===== src/hw/dfo_pkg.sv =====
// Shared constants, encodings and carrier types of the dual filter output path.
// Notes on behaviour
// - Sample more than ten counts from held output goes through the large-signal filter.
// - Sample less than ten counts from held output goes through the small-signal filter.
// - Small and large time constants are set separately and kept in nonvolatile storage.
// - Final output is the filtered value plus the channel's output offset.
// - Zero trim loads the offset so output equals the request; offset is stored.
// - Span trim replaces the channel gain constant and stores it in nonvolatile memory.
// - Read output returns the addressed channel's final output value.
// - Override pin release or power-up restarts internally, entering Modbus mode if enabled; power-up always enters ASCII, as mbEn_q is still reset.
// - Modbus input register zero returns a 16-bit full-scale fraction.
// - Override pin grounded accepts any address; otherwise only the configured addresses.
package dfo_pkg;

  // ----------------------------------------------------------------
  // Widths
  // ----------------------------------------------------------------
  localparam int NUM_CHAN  = 4;
  localparam int CHAN_W    = 2;
  localparam int SAMPLE_W  = 24;
  localparam int TC_W      = 4;
  localparam int GAIN_W    = 16;
  localparam int GAIN_FRAC = 14;
  localparam int ADDR_W    = 8;
  localparam int MB_W      = 16;
  localparam int MB_LSB    = 7;

  // ----------------------------------------------------------------
  // Limits, field positions and reset values
  // ----------------------------------------------------------------
  localparam logic [SAMPLE_W:0]   SMALL_LIMIT     = 25'h000000A;
  localparam logic [ADDR_W-1:0]   CHAN_SPAN       = 8'h04;
  localparam int                  SU_TC_SMALL_LSB = 0;
  localparam int                  SU_TC_LARGE_LSB = 4;
  localparam int                  SU_ADDR_LSB     = 8;
  localparam int                  SU_MB_EN_BIT    = 16;
  localparam logic [TC_W-1:0]     TC_SMALL_RST    = 4'h6;
  localparam logic [TC_W-1:0]     TC_LARGE_RST    = 4'h1;
  localparam logic [ADDR_W-1:0]   ADDR_RST        = 8'h31;
  localparam logic                MB_EN_RST       = 1'b0;
  localparam logic [GAIN_W-1:0]   GAIN_RST        = 16'h4000;
  localparam logic [SAMPLE_W-1:0] OFFSET_RST      = 24'h000000;
  localparam logic [MB_W-1:0]     MB_INPUT_REG0   = 16'h0000;

  // ----------------------------------------------------------------
  // Encodings
  // ----------------------------------------------------------------
  typedef enum logic [4:0] {
    SETUP_WRITE_CMD = 5'h01,
    ZERO_TRIM_CMD   = 5'h02,
    SPAN_TRIM_CMD   = 5'h04,
    READ_OUTPUT_CMD = 5'h08,
    MB_READ_IN_CMD  = 5'h10
  } dfo_cmd_kind_t;

  typedef enum logic [2:0] {
    NV_SETUP  = 3'h1,
    NV_OFFSET = 3'h2,
    NV_GAIN   = 3'h4
  } dfo_nv_kind_t;

  typedef enum logic [2:0] {
    ST_RESTART = 3'h1,
    ST_ASCII   = 3'h2,
    ST_MODBUS  = 3'h4
  } dfo_state_t;

  // ----------------------------------------------------------------
  // Carriers
  // ----------------------------------------------------------------
  typedef struct packed {
    logic                valid;
    dfo_cmd_kind_t       kind;
    logic [ADDR_W-1:0]   addr;
    logic [SAMPLE_W-1:0] data;
  } dfo_cmd_t;

  typedef struct packed {
    logic                valid;
    logic                ok;
    logic [SAMPLE_W-1:0] data;
  } dfo_rsp_t;

  typedef struct packed {
    logic                valid;
    dfo_nv_kind_t        kind;
    logic [CHAN_W-1:0]   chan;
    logic [SAMPLE_W-1:0] data;
  } dfo_nv_t;

endpackage


===== src/hw/dfo_filter_chan.sv =====
// One channel of the two-filter averaging stage.
`timescale 1ns/1ns
`default_nettype none
module dfo_filter_chan (
  input  wire logic                          mclk,
  input  wire logic                          srst,
  input  wire logic                          sampleValid,
  input  wire logic signed [dfo_pkg::SAMPLE_W-1:0] sample,
  input  wire logic        [dfo_pkg::TC_W-1:0]     tcSmall,
  input  wire logic        [dfo_pkg::TC_W-1:0]     tcLarge,
  output var  logic signed [dfo_pkg::SAMPLE_W-1:0] filt_q,
  output var  logic                          usedLarge_q
);

  logic                              primed_q;
  logic signed [dfo_pkg::SAMPLE_W:0] diff;
  logic        [dfo_pkg::SAMPLE_W:0] absDiff;
  logic                              isLarge;
  logic signed [dfo_pkg::SAMPLE_W:0] step;
  logic signed [dfo_pkg::SAMPLE_W:0] sum;

  // ----------------------------------------------------------------
  // Filter selection and update
  // ----------------------------------------------------------------
  always_comb begin
    diff    = {sample[dfo_pkg::SAMPLE_W-1], sample} - {filt_q[dfo_pkg::SAMPLE_W-1], filt_q};
    absDiff = diff[dfo_pkg::SAMPLE_W] ? -diff : diff;
    // Exactly ten counts stays on the small filter.
    isLarge = absDiff > dfo_pkg::SMALL_LIMIT;
    step    = diff >>> (isLarge ? tcLarge : tcSmall);
    sum     = {filt_q[dfo_pkg::SAMPLE_W-1], filt_q} + step;
  end

  // The first sample after a restart loads directly, so the output does not crawl up from zero.
  always_ff @(posedge mclk) begin
    if (srst) begin
      filt_q      <= '0;
      usedLarge_q <= 1'b0;
      primed_q    <= 1'b0;
    end else if (sampleValid) begin
      primed_q    <= 1'b1;
      usedLarge_q <= primed_q && isLarge;
      filt_q      <= primed_q ? sum[dfo_pkg::SAMPLE_W-1:0] : sample;
    end
  end
endmodule
`default_nettype wire


===== src/hw/dfo_output_path.sv =====
// Top of the measurement output path: trim, filtering, offset, commands and restart.
`timescale 1ns/1ns
`default_nettype none
module dfo_output_path (
  input  wire logic                                 mclk,
  input  wire logic                                 srst,
  input  wire logic                                 overridePinN,
  input  wire logic                                 sampleValid,
  input  wire logic        [dfo_pkg::CHAN_W-1:0]    sampleChan,
  input  wire logic signed [dfo_pkg::SAMPLE_W-1:0]  sampleData,
  input  wire dfo_pkg::dfo_cmd_t                    cmd,
  input  wire dfo_pkg::dfo_nv_t                     nvRestore,
  output var  dfo_pkg::dfo_rsp_t                    rsp_q,
  output var  dfo_pkg::dfo_nv_t                     nvWrite_q,
  output var  logic                                 modbusMode_q
);

  dfo_pkg::dfo_state_t             state_q;
  dfo_pkg::dfo_state_t             state_d;
  logic                            ovrSync1_q;
  logic                            ovrSync2_q;
  logic                            ovrSync3_q;
  logic                            ovrLevel_q;
  logic                            ovrRelease;
  logic                            overrideOn;
  logic                            filtClear;
  logic [dfo_pkg::TC_W-1:0]        tcSmall_q;
  logic [dfo_pkg::TC_W-1:0]        tcLarge_q;
  logic [dfo_pkg::ADDR_W-1:0]      baseAddr_q;
  logic                            mbEn_q;
  logic [dfo_pkg::GAIN_W-1:0]      gain_q   [dfo_pkg::NUM_CHAN];
  logic [dfo_pkg::SAMPLE_W-1:0]    offset_q [dfo_pkg::NUM_CHAN];
  logic signed [dfo_pkg::SAMPLE_W-1:0] filt [dfo_pkg::NUM_CHAN];
  logic [dfo_pkg::NUM_CHAN-1:0]    usedLarge;
  logic signed [dfo_pkg::SAMPLE_W+dfo_pkg::GAIN_W:0] product;
  logic signed [dfo_pkg::SAMPLE_W-1:0] trimmed;
  logic [dfo_pkg::ADDR_W-1:0]      chanOff;
  logic                            inRange;
  logic [dfo_pkg::CHAN_W-1:0]      cmdChan;
  logic                            take;
  logic                            rspOk;
  logic [dfo_pkg::SAMPLE_W-1:0]    rspData;
  logic [dfo_pkg::SAMPLE_W-1:0]    selFinal;
  logic [dfo_pkg::MB_W-1:0]        mbFraction;
  logic [dfo_pkg::SAMPLE_W-1:0]    zeroOffset;
  logic                            doWrite;

  // ----------------------------------------------------------------
  // Override pin synchroniser and release detection
  // ----------------------------------------------------------------
  // The pin is a slow mechanical contact, so a change is taken only once two late stages agree.
  always_ff @(posedge mclk) begin
    if (srst) begin
      ovrSync1_q <= 1'b1;
      ovrSync2_q <= 1'b1;
      ovrSync3_q <= 1'b1;
      ovrLevel_q <= 1'b1;
    end else begin
      ovrSync1_q <= overridePinN;
      ovrSync2_q <= ovrSync1_q;
      ovrSync3_q <= ovrSync2_q;
      if (ovrSync2_q == ovrSync3_q) begin
        ovrLevel_q <= ovrSync3_q;
      end
    end
  end

  assign overrideOn = !ovrLevel_q;
  assign ovrRelease = overrideOn && ovrSync2_q && ovrSync3_q;

  // ----------------------------------------------------------------
  // Protocol mode and internal restart
  // ----------------------------------------------------------------
  always_comb begin
    state_d = state_q;
    case (state_q)
      dfo_pkg::ST_RESTART: begin
        state_d = (mbEn_q && !overrideOn) ? dfo_pkg::ST_MODBUS : dfo_pkg::ST_ASCII;
      end
      dfo_pkg::ST_ASCII: begin
        if (ovrRelease) begin
          state_d = dfo_pkg::ST_RESTART;
        end
      end
      dfo_pkg::ST_MODBUS: begin
        // Grounding the pin drops back to the known character protocol.
        if (overrideOn) begin
          state_d = dfo_pkg::ST_ASCII;
        end
      end
      default: begin
        state_d = dfo_pkg::ST_RESTART;
      end
    endcase
  end

  // A power-up reset passes through the same restart state as a pin release.
  always_ff @(posedge mclk) begin
    if (srst) begin
      state_q      <= dfo_pkg::ST_RESTART;
      modbusMode_q <= 1'b0;
    end else begin
      state_q      <= state_d;
      modbusMode_q <= state_d == dfo_pkg::ST_MODBUS;
    end
  end

  assign filtClear = srst || (state_q == dfo_pkg::ST_RESTART);

  // ----------------------------------------------------------------
  // Span trim and filters
  // ----------------------------------------------------------------
  always_comb begin
    product = $signed(sampleData) * $signed({1'b0, gain_q[sampleChan]});
    trimmed = product[dfo_pkg::GAIN_FRAC +: dfo_pkg::SAMPLE_W];
  end

  for (genvar g = 0; g < dfo_pkg::NUM_CHAN; g++) begin : gChan
    dfo_filter_chan uFilt (
      .mclk        (mclk),
      .srst        (filtClear),
      .sampleValid (sampleValid && (sampleChan == dfo_pkg::CHAN_W'(g))),
      .sample      (trimmed),
      .tcSmall     (tcSmall_q),
      .tcLarge     (tcLarge_q),
      .filt_q      (filt[g]),
      .usedLarge_q (usedLarge[g])
    );
  end

  // ----------------------------------------------------------------
  // Command decode
  // ----------------------------------------------------------------
  always_comb begin
    chanOff  = cmd.addr - baseAddr_q;
    inRange  = chanOff < dfo_pkg::CHAN_SPAN;
    // Out-of-range addresses under override land on the first channel.
    cmdChan  = inRange ? chanOff[dfo_pkg::CHAN_W-1:0] : '0;
    take     = cmd.valid && (state_q != dfo_pkg::ST_RESTART) && (overrideOn || inRange);
    selFinal = filt[cmdChan] + offset_q[cmdChan];
    // Negative outputs clamp to the bottom of the Modbus range.
    mbFraction = selFinal[dfo_pkg::SAMPLE_W-1] ? '0 : selFinal[dfo_pkg::MB_LSB +: dfo_pkg::MB_W];
    zeroOffset = cmd.data - filt[cmdChan];
    rspOk    = state_q == dfo_pkg::ST_ASCII;
    rspData  = cmd.data;
    case (cmd.kind)
      dfo_pkg::READ_OUTPUT_CMD: begin
        rspData = selFinal;
      end
      dfo_pkg::MB_READ_IN_CMD: begin
        rspOk   = (state_q == dfo_pkg::ST_MODBUS) && (cmd.data[dfo_pkg::MB_W-1:0] == dfo_pkg::MB_INPUT_REG0);
        rspData = {{(dfo_pkg::SAMPLE_W-dfo_pkg::MB_W){1'b0}}, mbFraction};
      end
      default: begin
        rspData = cmd.data;
      end
    endcase
    doWrite  = take && rspOk;
  end

  // ----------------------------------------------------------------
  // Answer to the host
  // ----------------------------------------------------------------
  always_ff @(posedge mclk) begin
    if (srst) begin
      rsp_q <= '0;
    end else begin
      rsp_q.valid <= take;
      rsp_q.ok    <= rspOk;
      rsp_q.data  <= rspData;
    end
  end

  // ----------------------------------------------------------------
  // Nonvolatile settings
  // ----------------------------------------------------------------
  // Restored words from the storage loader are accepted at any time, but a host write in the
  // same cycle takes precedence so that a fresh trim is never overwritten by stale data.
  always_ff @(posedge mclk) begin
    if (srst) begin
      tcSmall_q  <= dfo_pkg::TC_SMALL_RST;
      tcLarge_q  <= dfo_pkg::TC_LARGE_RST;
      baseAddr_q <= dfo_pkg::ADDR_RST;
      mbEn_q     <= dfo_pkg::MB_EN_RST;
    end else if (doWrite && cmd.kind == dfo_pkg::SETUP_WRITE_CMD) begin
      tcSmall_q  <= cmd.data[dfo_pkg::SU_TC_SMALL_LSB +: dfo_pkg::TC_W];
      tcLarge_q  <= cmd.data[dfo_pkg::SU_TC_LARGE_LSB +: dfo_pkg::TC_W];
      baseAddr_q <= cmd.data[dfo_pkg::SU_ADDR_LSB +: dfo_pkg::ADDR_W];
      mbEn_q     <= cmd.data[dfo_pkg::SU_MB_EN_BIT];
    end else if (nvRestore.valid && nvRestore.kind == dfo_pkg::NV_SETUP) begin
      tcSmall_q  <= nvRestore.data[dfo_pkg::SU_TC_SMALL_LSB +: dfo_pkg::TC_W];
      tcLarge_q  <= nvRestore.data[dfo_pkg::SU_TC_LARGE_LSB +: dfo_pkg::TC_W];
      baseAddr_q <= nvRestore.data[dfo_pkg::SU_ADDR_LSB +: dfo_pkg::ADDR_W];
      mbEn_q     <= nvRestore.data[dfo_pkg::SU_MB_EN_BIT];
    end
  end

  for (genvar c = 0; c < dfo_pkg::NUM_CHAN; c++) begin : gCal
    always_ff @(posedge mclk) begin
      if (srst) begin
        offset_q[c] <= dfo_pkg::OFFSET_RST;
        gain_q[c]   <= dfo_pkg::GAIN_RST;
      end else if (doWrite && cmdChan == dfo_pkg::CHAN_W'(c)
                   && cmd.kind inside {dfo_pkg::ZERO_TRIM_CMD, dfo_pkg::SPAN_TRIM_CMD}) begin
        if (cmd.kind == dfo_pkg::ZERO_TRIM_CMD) begin
          offset_q[c] <= zeroOffset;
        end else begin
          gain_q[c]   <= cmd.data[dfo_pkg::GAIN_W-1:0];
        end
      end else if (nvRestore.valid && nvRestore.chan == dfo_pkg::CHAN_W'(c)) begin
        if (nvRestore.kind == dfo_pkg::NV_OFFSET) begin
          offset_q[c] <= nvRestore.data;
        end else if (nvRestore.kind == dfo_pkg::NV_GAIN) begin
          gain_q[c]   <= nvRestore.data[dfo_pkg::GAIN_W-1:0];
        end
      end
    end
  end

  // Every accepted trim or setup is pushed to the storage writer on the same edge that loads its register.
  always_ff @(posedge mclk) begin
    if (srst) begin
      nvWrite_q <= '0;
    end else begin
      nvWrite_q.valid <= doWrite && cmd.kind inside {dfo_pkg::SETUP_WRITE_CMD, dfo_pkg::ZERO_TRIM_CMD,
                                                     dfo_pkg::SPAN_TRIM_CMD};
      nvWrite_q.chan  <= cmdChan;
      if (cmd.kind == dfo_pkg::SETUP_WRITE_CMD) begin
        nvWrite_q.kind <= dfo_pkg::NV_SETUP;
        nvWrite_q.data <= cmd.data;
      end else if (cmd.kind == dfo_pkg::ZERO_TRIM_CMD) begin
        nvWrite_q.kind <= dfo_pkg::NV_OFFSET;
        nvWrite_q.data <= zeroOffset;
      end else begin
        nvWrite_q.kind <= dfo_pkg::NV_GAIN;
        nvWrite_q.data <= {{(dfo_pkg::SAMPLE_W-dfo_pkg::GAIN_W){1'b0}}, cmd.data[dfo_pkg::GAIN_W-1:0]};
      end
    end
  end
endmodule
`default_nettype wire


===== config.mk =====
export PLATFORM = sky130hd
export DESIGN_NAME = dfo_output_path
export DESIGN_NICKNAME = d
export VERILOG_FILES = /design/src/hw/dfo_pkg.sv /design/src/hw/dfo_filter_chan.sv /design/src/hw/dfo_output_path.sv
export SDC_FILE = /design/constraint.sdc
export NUM_CORES = 2
export LEC_CHECK = 0
export ABC_AREA = 0
export BUFFER_PORTS_ARGS = -buffer_cell sky130_fd_sc_hd__buf_2
export CAP_MARGIN = 20
export CORE_ASPECT_RATIO = 0.5
export CORE_MARGIN = 5
export CORE_UTILIZATION = 55
export CTS_BUF_LIST = sky130_fd_sc_hd__clkbuf_4 sky130_fd_sc_hd__clkbuf_8
export DETAILED_ROUTE_END_ITERATION = 12
export GPL_TIMING_DRIVEN = 0
export PLACE_DENSITY = 0.83
export SYNTH_ARGS = -nofsm -noshare
export SYNTH_HDL_FRONTEND = slang
export SYNTH_HIERARCHICAL = 1
export SYNTH_SLANG_ARGS = --single-unit
export TNS_END_PERCENT = 30

===== constraint.sdc =====
create_clock -name mclk -period 23.2 [get_ports mclk]
set_clock_uncertainty 0.15 [all_clocks]
set_input_delay 4.64 -clock mclk [delete_from_list [all_inputs] [get_ports mclk]]
set_output_delay 4.64 -clock mclk [all_outputs]
set_load 0.03 [all_outputs]

After elaboration in Yosys (flattened, before gate mapping)
Memory sizes are Yosys's and may differ from the RTL's.
Index checks and enable logic that the tools add are counted.
- flip-flop bits (word level): 181
- latch bits: 0
- bits in writable memories: 160
- memory bits (read-only): 0
- output and inout port bits: 57
- logic and storage cells: 245
- memories: 2
- memories (memory ; words ; width ; rd ports ; clocked after Yosys merged registers in ; write ports ; line ; source):
    offset_q ; 4 ; 24 ; 1 ; 0 ; 4 ; dfo_output_path.sv:32 ; logic [dfo_pkg::SAMPLE_W-1:0] offset_q [dfo_pkg::NUM_CHAN];
    gain_q ; 4 ; 16 ; 1 ; 0 ; 4 ; dfo_output_path.sv:31 ; logic [dfo_pkg::GAIN_W-1:0] gain_q [dfo_pkg::NUM_CHAN];
- add/subtract/negate cells: 15
- multiply operators: 1
- divide/modulo/power cells: 0
- order comparisons: 6
- equality and inequality tests: 23
- shifts and indexed selects: 4
- muxes and demuxes: 114
- bitwise operators: 17
- reduce and logical (&&, ||, !) cells: 37
- operator list (cell ; count):
    $mux 24 ; 16
    $mux 16 ; 9
    $add 24x24->24 ; 5
    $gt 25x4->1 const B ; 4
    $mux 25 ; 4
    $neg 25->25 ; 4
    $sshr 25x4->24 ; 4
    $sub 24x24->25 ; 4
    $mux 1 ; 67
    $bmux 24 s2 ; 1
    $pmux 24 s2 ; 1
    $mul 24x17->38 ; 1
    $mux 4 ; 8
    $logic_and 1x1->1 ; 26
    $sub 24x24->24 ; 1
    $logic_not 16->1 ; 1
    $mux 8 ; 2
    $or 1x1->1 ; 16
    $eq 2x2->1 const B ; 6
    $mux 3 ; 4
    $eq 3x3->1 const B ; 3
    $pmux 3 s3 ; 1
    $lt 8x3->1 const B ; 1
    $sub 8x8->8 ; 1
    19 further kinds ; 27

Logic depth before layout (Yosys ltp)
- depth in word-level cells: 12
- depth in mapped cells: 66
- depth with buffers taken out: 59

Modules after synthesis
The synthesis kept the hierarchy.
- modules (own cells, without submodules) (module ; instances ; cells an instance ; area an instance (sq um)):
    dfo_output_path ; 1 ; 2888 ; 27460.1
    dfo_filter_chan (gChan[1].uFilt ...) ; 3 ; 791 ; 5954.5
    dfo_filter_chan (gChan[0].uFilt) ; 1 ; 754 ; 5739.3

Worst setup path after synthesis
Ideal clock, no wire load.
- kind: input port to flip-flop
- from: input port sampleChan[0] (netlist bit)
- to: register gChan[0].uFilt/filt_q[23] (netlist bit)
- setup time: 0.059 ns
- arrival: 19.381 ns
- data required time: 22.991 ns
- path slack: 3.610 ns
- stages on the path: 58
- cells stage by stage: buf_1 clkbuf_1 mux4_2 clkbuf_1 nand2_1 fa_1 fa_1 fa_1 fa_1 inv_1 fa_1 inv_1 fa_1 inv_1 ha_1 nand2_1 o21ai_0 a221oi_2 (+22 left out) a21oi_1 ha_1 a21o_1 a21oi_1 nor2b_1 o21a_1 o41a_1 a21oi_1 a31o_2 o21ai_0 o41a_1 a21o_1 a21o_1 a2111oi_0 or3_1 nor4_1 nor4_1 a31o_1
- word-level cells in the longest chain between the ends: 10
- RTL lines (item ; line ; source):
    start: declaration ; dfo_output_path.sv:9 ; input wire logic [dfo_pkg::CHAN_W-1:0] sampleChan,
    $mem_v2 4x16 * ; -- ;
    $mul 24x17->38 * ; dfo_output_path.sv:114 ; product = $signed(sampleData) * $signed({1'b0, gain_q[sampleChan]});
    named net product, one bit ; dfo_output_path.sv:35 ; logic signed [dfo_pkg::SAMPLE_W+dfo_pkg::GAIN_W:0] product;
    $sub 24x24->25 * ; dfo_filter_chan.sv:26 ; diff = {sample[dfo_pkg::SAMPLE_W-1], sample} - {filt_q[dfo_pkg::SAMPLE_W-1], filt_q};
    $neg 25->25 ; dfo_filter_chan.sv:27 ; absDiff = diff[dfo_pkg::SAMPLE_W] ? -diff : diff;
    $mux 25 ; dfo_filter_chan.sv:27 ;
    $gt 25x4->1 ; dfo_filter_chan.sv:29 ; isLarge = absDiff > dfo_pkg::SMALL_LIMIT;
    $mux 4 ; dfo_filter_chan.sv:30 ; step = diff >>> (isLarge ? tcLarge : tcSmall);
    $sshr 25x4->24 * ; dfo_filter_chan.sv:30 ;
    $add 24x24->24 * ; dfo_filter_chan.sv:31 ; sum = {filt_q[dfo_pkg::SAMPLE_W-1], filt_q} + step;
    $mux 24 * ; dfo_filter_chan.sv:43 ; filt_q <= primed_q ? sum[dfo_pkg::SAMPLE_W-1:0] : sample;
    end signal: assignment ; dfo_filter_chan.sv:43 ;
    end: declaration ; dfo_filter_chan.sv:11 ; output var logic signed [dfo_pkg::SAMPLE_W-1:0] filt_q,
The timed path passes the listed nets; every way through them passes the cells marked *.
A chain may end at the register's enable or synchronous reset.

Final worst setup path
- from: input port sampleChan[1] (netlist bit)
- to: register gChan[0].uFilt/filt_q[23] (netlist bit)
Same word-level chain as after synthesis.

==> results.md <==
- The achievable clock frequency is 44.5 MHz.
- The final max-slew violation count is 0.
- The highest net fanout along the worst path is 10.
- The endpoint kind of the worst setup timing path is a register.
- The initial standard-cell utilization of the core is 55.8%.
- Counting along the longest clock path gives a buffer depth of 3.
- The post-detailed-route count of antenna-violating nets is 0.
- Clock-pin slew was measured on the worst setup and hold paths at 0.09 ns.
- In this run the critical register-to-register path is captured at gChan[0].uFilt/filt_q[23]$_SDFFE_PP0P_.
- By startpoint and endpoint, the worst setup path is classified as input port to register.
- The H-tree generated during clock tree synthesis spans 2 levels.
- After routing the design area is 55,000 um2.
- The total overflow left after global routing is 0.
- The number of global-route vias before repair is 47.0k.
- Dividing the detail-routed via count by the number of cells gives 6.59.
- The initialized floorplan defines 78 standard-cell rows.
- Across all setup checks in the final design, the least slack found is 0.717 ns.
- The ratio of final minimum period to clock period is 96.9%.
- The count of cells along the worst register-to-register path is 59.
- Entering global routing, the biggest net connects 25 pins.
- The path class of the tightest hold or removal check is register to register.
- Headroom to the max-slew limit came out at 25.0%.
- The average footprint of a synthesized cell is 8.49 um2.
- The worst hold path cell count is 2.
- At the pin with the least slew margin, the transition time is 1.13 ns.
- The endpoint required time on the critical path is 23.68 ns.
- Global routing used 34.6% of the available tracks across all layers.
- The die covers 99,100 um2.
- In this run the cell area measured after placement is 53,700 um2.
- The total number of yosys warnings is 6.
- The DRC violation total after the first TritonRoute iteration is 6,959.
- The TritonCTS clock tree is yes.
- In this design, the stage delay of the slowest critical-path cell is 0.72 ns.
- The gate count of the mapped netlist is 5,999.
- The DRC violations left is 0.
- The summed negative setup slack over all endpoints is 0 ns.
- On the critical path, the stage with the largest delay is an instance of sky130_fd_sc_hd__o31ai_1.
- Once the clock tree was built, the setup fixing pass inserted 0 buffers.
- The clock latency on the worst-skew pair is 0.68 ns.
- The number of buffers and inverters on the critical path is 10.
- The worst hold-check slack is 0.341 ns.
- The final critical path time including I/O delays and setup is 22.48 ns.
- Setup repair after global routing left no endpoint under its margin.
- The reg-to-reg setup timing slack is 5.59 ns.
- The hold path endpoint is baseAddr_q[2]$_SDFFE_PP0P_.
- The reg-to-reg critical path startpoint is gain_q[0][5]$_DFFE_PP_.
- In this design, the critical path's most frequently occurring cell is sky130_fd_sc_hd__fa_1.
- The post-synthesis instance area is 50,900 um2.
- The startpoint kind of the worst setup timing path is an input port.
- The wire length reported by the detailed router is 178,000 um.
- The post-route netlist has 9.52% of its cells at a drive strength greater than 1.
- The kind of cell with the highest combined delay along the critical path is compound AO/OA/AOI/OAI gates.
- Counting every sink on the clock net gives 341.
- The routed via count is 49.5k.
- The net count of the finished layout is 7,023.
- The number of antenna violations at the first check in global routing is 8.
- The synthesized netlist net count is 6,804.
- From left edge to right edge, the die measures 440 um.
- The HPWL after detailed placement is 139,000 um.
- The number of failing hold endpoints at the final stage is 0.
- The total CTS buffers is 52.
- The tree is rooted in a sky130_fd_sc_hd__clkbuf_8.
- The height of the die is 225 um.
- The congestion estimate from routability-driven global placement came to 1.04.
- The startpoint of the worst hold path is baseAddr_q[2]$_SDFFE_PP0P_.
- The count of input and output buffers is 137.
- The final setup violation count is 0.
- At the worst endpoint, the arrival time is 22.96 ns.
- Compared with the post-synthesis result, the final layout area differs by 7.95%.
- The flow ran to the end, and the final reports show no timing, DRC or antenna violations.
- The core region is 91,300 um2.
- The wire length of the first global-routing pass is 269,000 um.
- The number of placed I/O pins is 155.
- In the final routed layout, each cell accounts on average for 23.7 um.
- The total iterations of the first detailed-routing run is 7.
- The max-cap violation count is 0.
- For this design, the CTS-stage hold fixing added 0 buffers.
- At the placement stage, the worst setup path has a slack of 0.0377 ns.
## worst reg2reg max path, delay by kind of cell, from the launching register on
family | cells | cell delay (ns)
AOI/OAI and AO/OA | 25 | 7.34
muxes | 6 | 1.79
buffers and inverters | 8 | 1.31
DFF | 1 | 0.39
adders and majority gates | 9 | 3.90
xor gates and xnor gates | 2 | 0.68
and+or+nand+nor | 9 | 2.05
## cells in the final DEF, fill, tap and decap left out, types with 160 or more instances in the layout
cell type / instances
sky130_fd_sc_hd__inv_1: 644
sky130_fd_sc_hd__nand2_1: 477
sky130_fd_sc_hd__nor2_1: 383
sky130_fd_sc_hd__fa_1: 366
sky130_fd_sc_hd__mux2i_1: 353
sky130_fd_sc_hd__ha_1: 341
sky130_fd_sc_hd__a21oi_1: 327
sky130_fd_sc_hd__clkbuf_1: 228
sky130_fd_sc_hd__o21ai_0: 212
sky130_fd_sc_hd__buf_2: 189
sky130_fd_sc_hd__and2_1: 185
sky130_fd_sc_hd__dfxtp_1: 181
sky130_fd_sc_hd__edfxtp_1: 160
## registers in the layout, indices dropped and copies added, names as in the netlist
name	flops
nvWrite_q	30
ovrSync3_q	1
gain_q	64
gChan.uFilt/filt_q	96
ovrSync1_q	1
tcSmall_q	4
rsp_q	26
baseAddr_q	8
state_q	3
ovrSync2_q	1
ovrLevel_q	1
modbusMode_q	1
gChan.uFilt/primed_q	4
tcLarge_q	4
offset_q	96
mbEn_q	1
## area by class of cell
class	count	area, um2
Multi-Input combinational cell	4651	38600
Fill cell	7713	36300
Sequential cell	341	8430
Inverter	645	2420
Buffer	361	1620
Tap cell	1240	1550
Timing Repair Buffer	166	1120
Clock buffer	78	980
Clock inverter	20	206
Antenna cell	4	10.0
## what timing repair did
| action | in CTS | in global routing |
|---|---|---|
| setup endpoints to repair | 0 | 5 |
| gates resized for setup | 0 | 4 |
| endpoints found under the hold margin | 0 | 0 |
## through the flow
| stage | util, % | std cells |
|---|---|---|
| floorplan | - | 5999 |
| global placement | 58.3 | 7376 |
| detailed placement | 58.8 | 7401 |
| CTS | 60.1 | 7499 |
| global route | 60.2 | 7503 |
| finish | 60.2 | 7506 |
## worst max path at each step
| stage | startpoint | end | slack [ns] | cells past startpoint |
|---|---|---|---|---|
| 2_1_floorplan | sampleChan[0] | gChan[0].uFilt/filt_q[23]$_SDFFE_PP0P_ | 3.62 | 58 |
| 3_3_place_gp | sampleChan[0] | gChan[0].uFilt/filt_q[23]$_SDFFE_PP0P_ | -0.81 | 60 |
| 3_5_place_dp | sampleChan[0] | gChan[0].uFilt/filt_q[23]$_SDFFE_PP0P_ | 0.04 | 61 |
| 4_1_cts | sampleChan[0] | gChan[0].uFilt/filt_q[23]$_SDFFE_PP0P_ | 0.59 | 61 |
| 5_1_grt | sampleChan[1] | gChan[1].uFilt/filt_q[23]$_SDFFE_PP0P_ | 0.02 | 59 |
| 6_report | sampleChan[1] | gChan[0].uFilt/filt_q[23]$_SDFFE_PP0P_ | 0.72 | 61 |
## routing by layer
layer  wire length, um  GRT usage (%)  vias up  part of all wire [%]
li1                  -              -    21800                     -
met1             68700           46.1    23400                    39
met2             72000           50.4     3555                    40
met3             27800           12.6      709                    16
met4              9500           15.1       15                   5.3
met5               149          0.427        -                 0.084
Power is left out: the tool's default activity adds up to more than one toggle a clock period on the data nets, which glitch-free logic cannot reach.
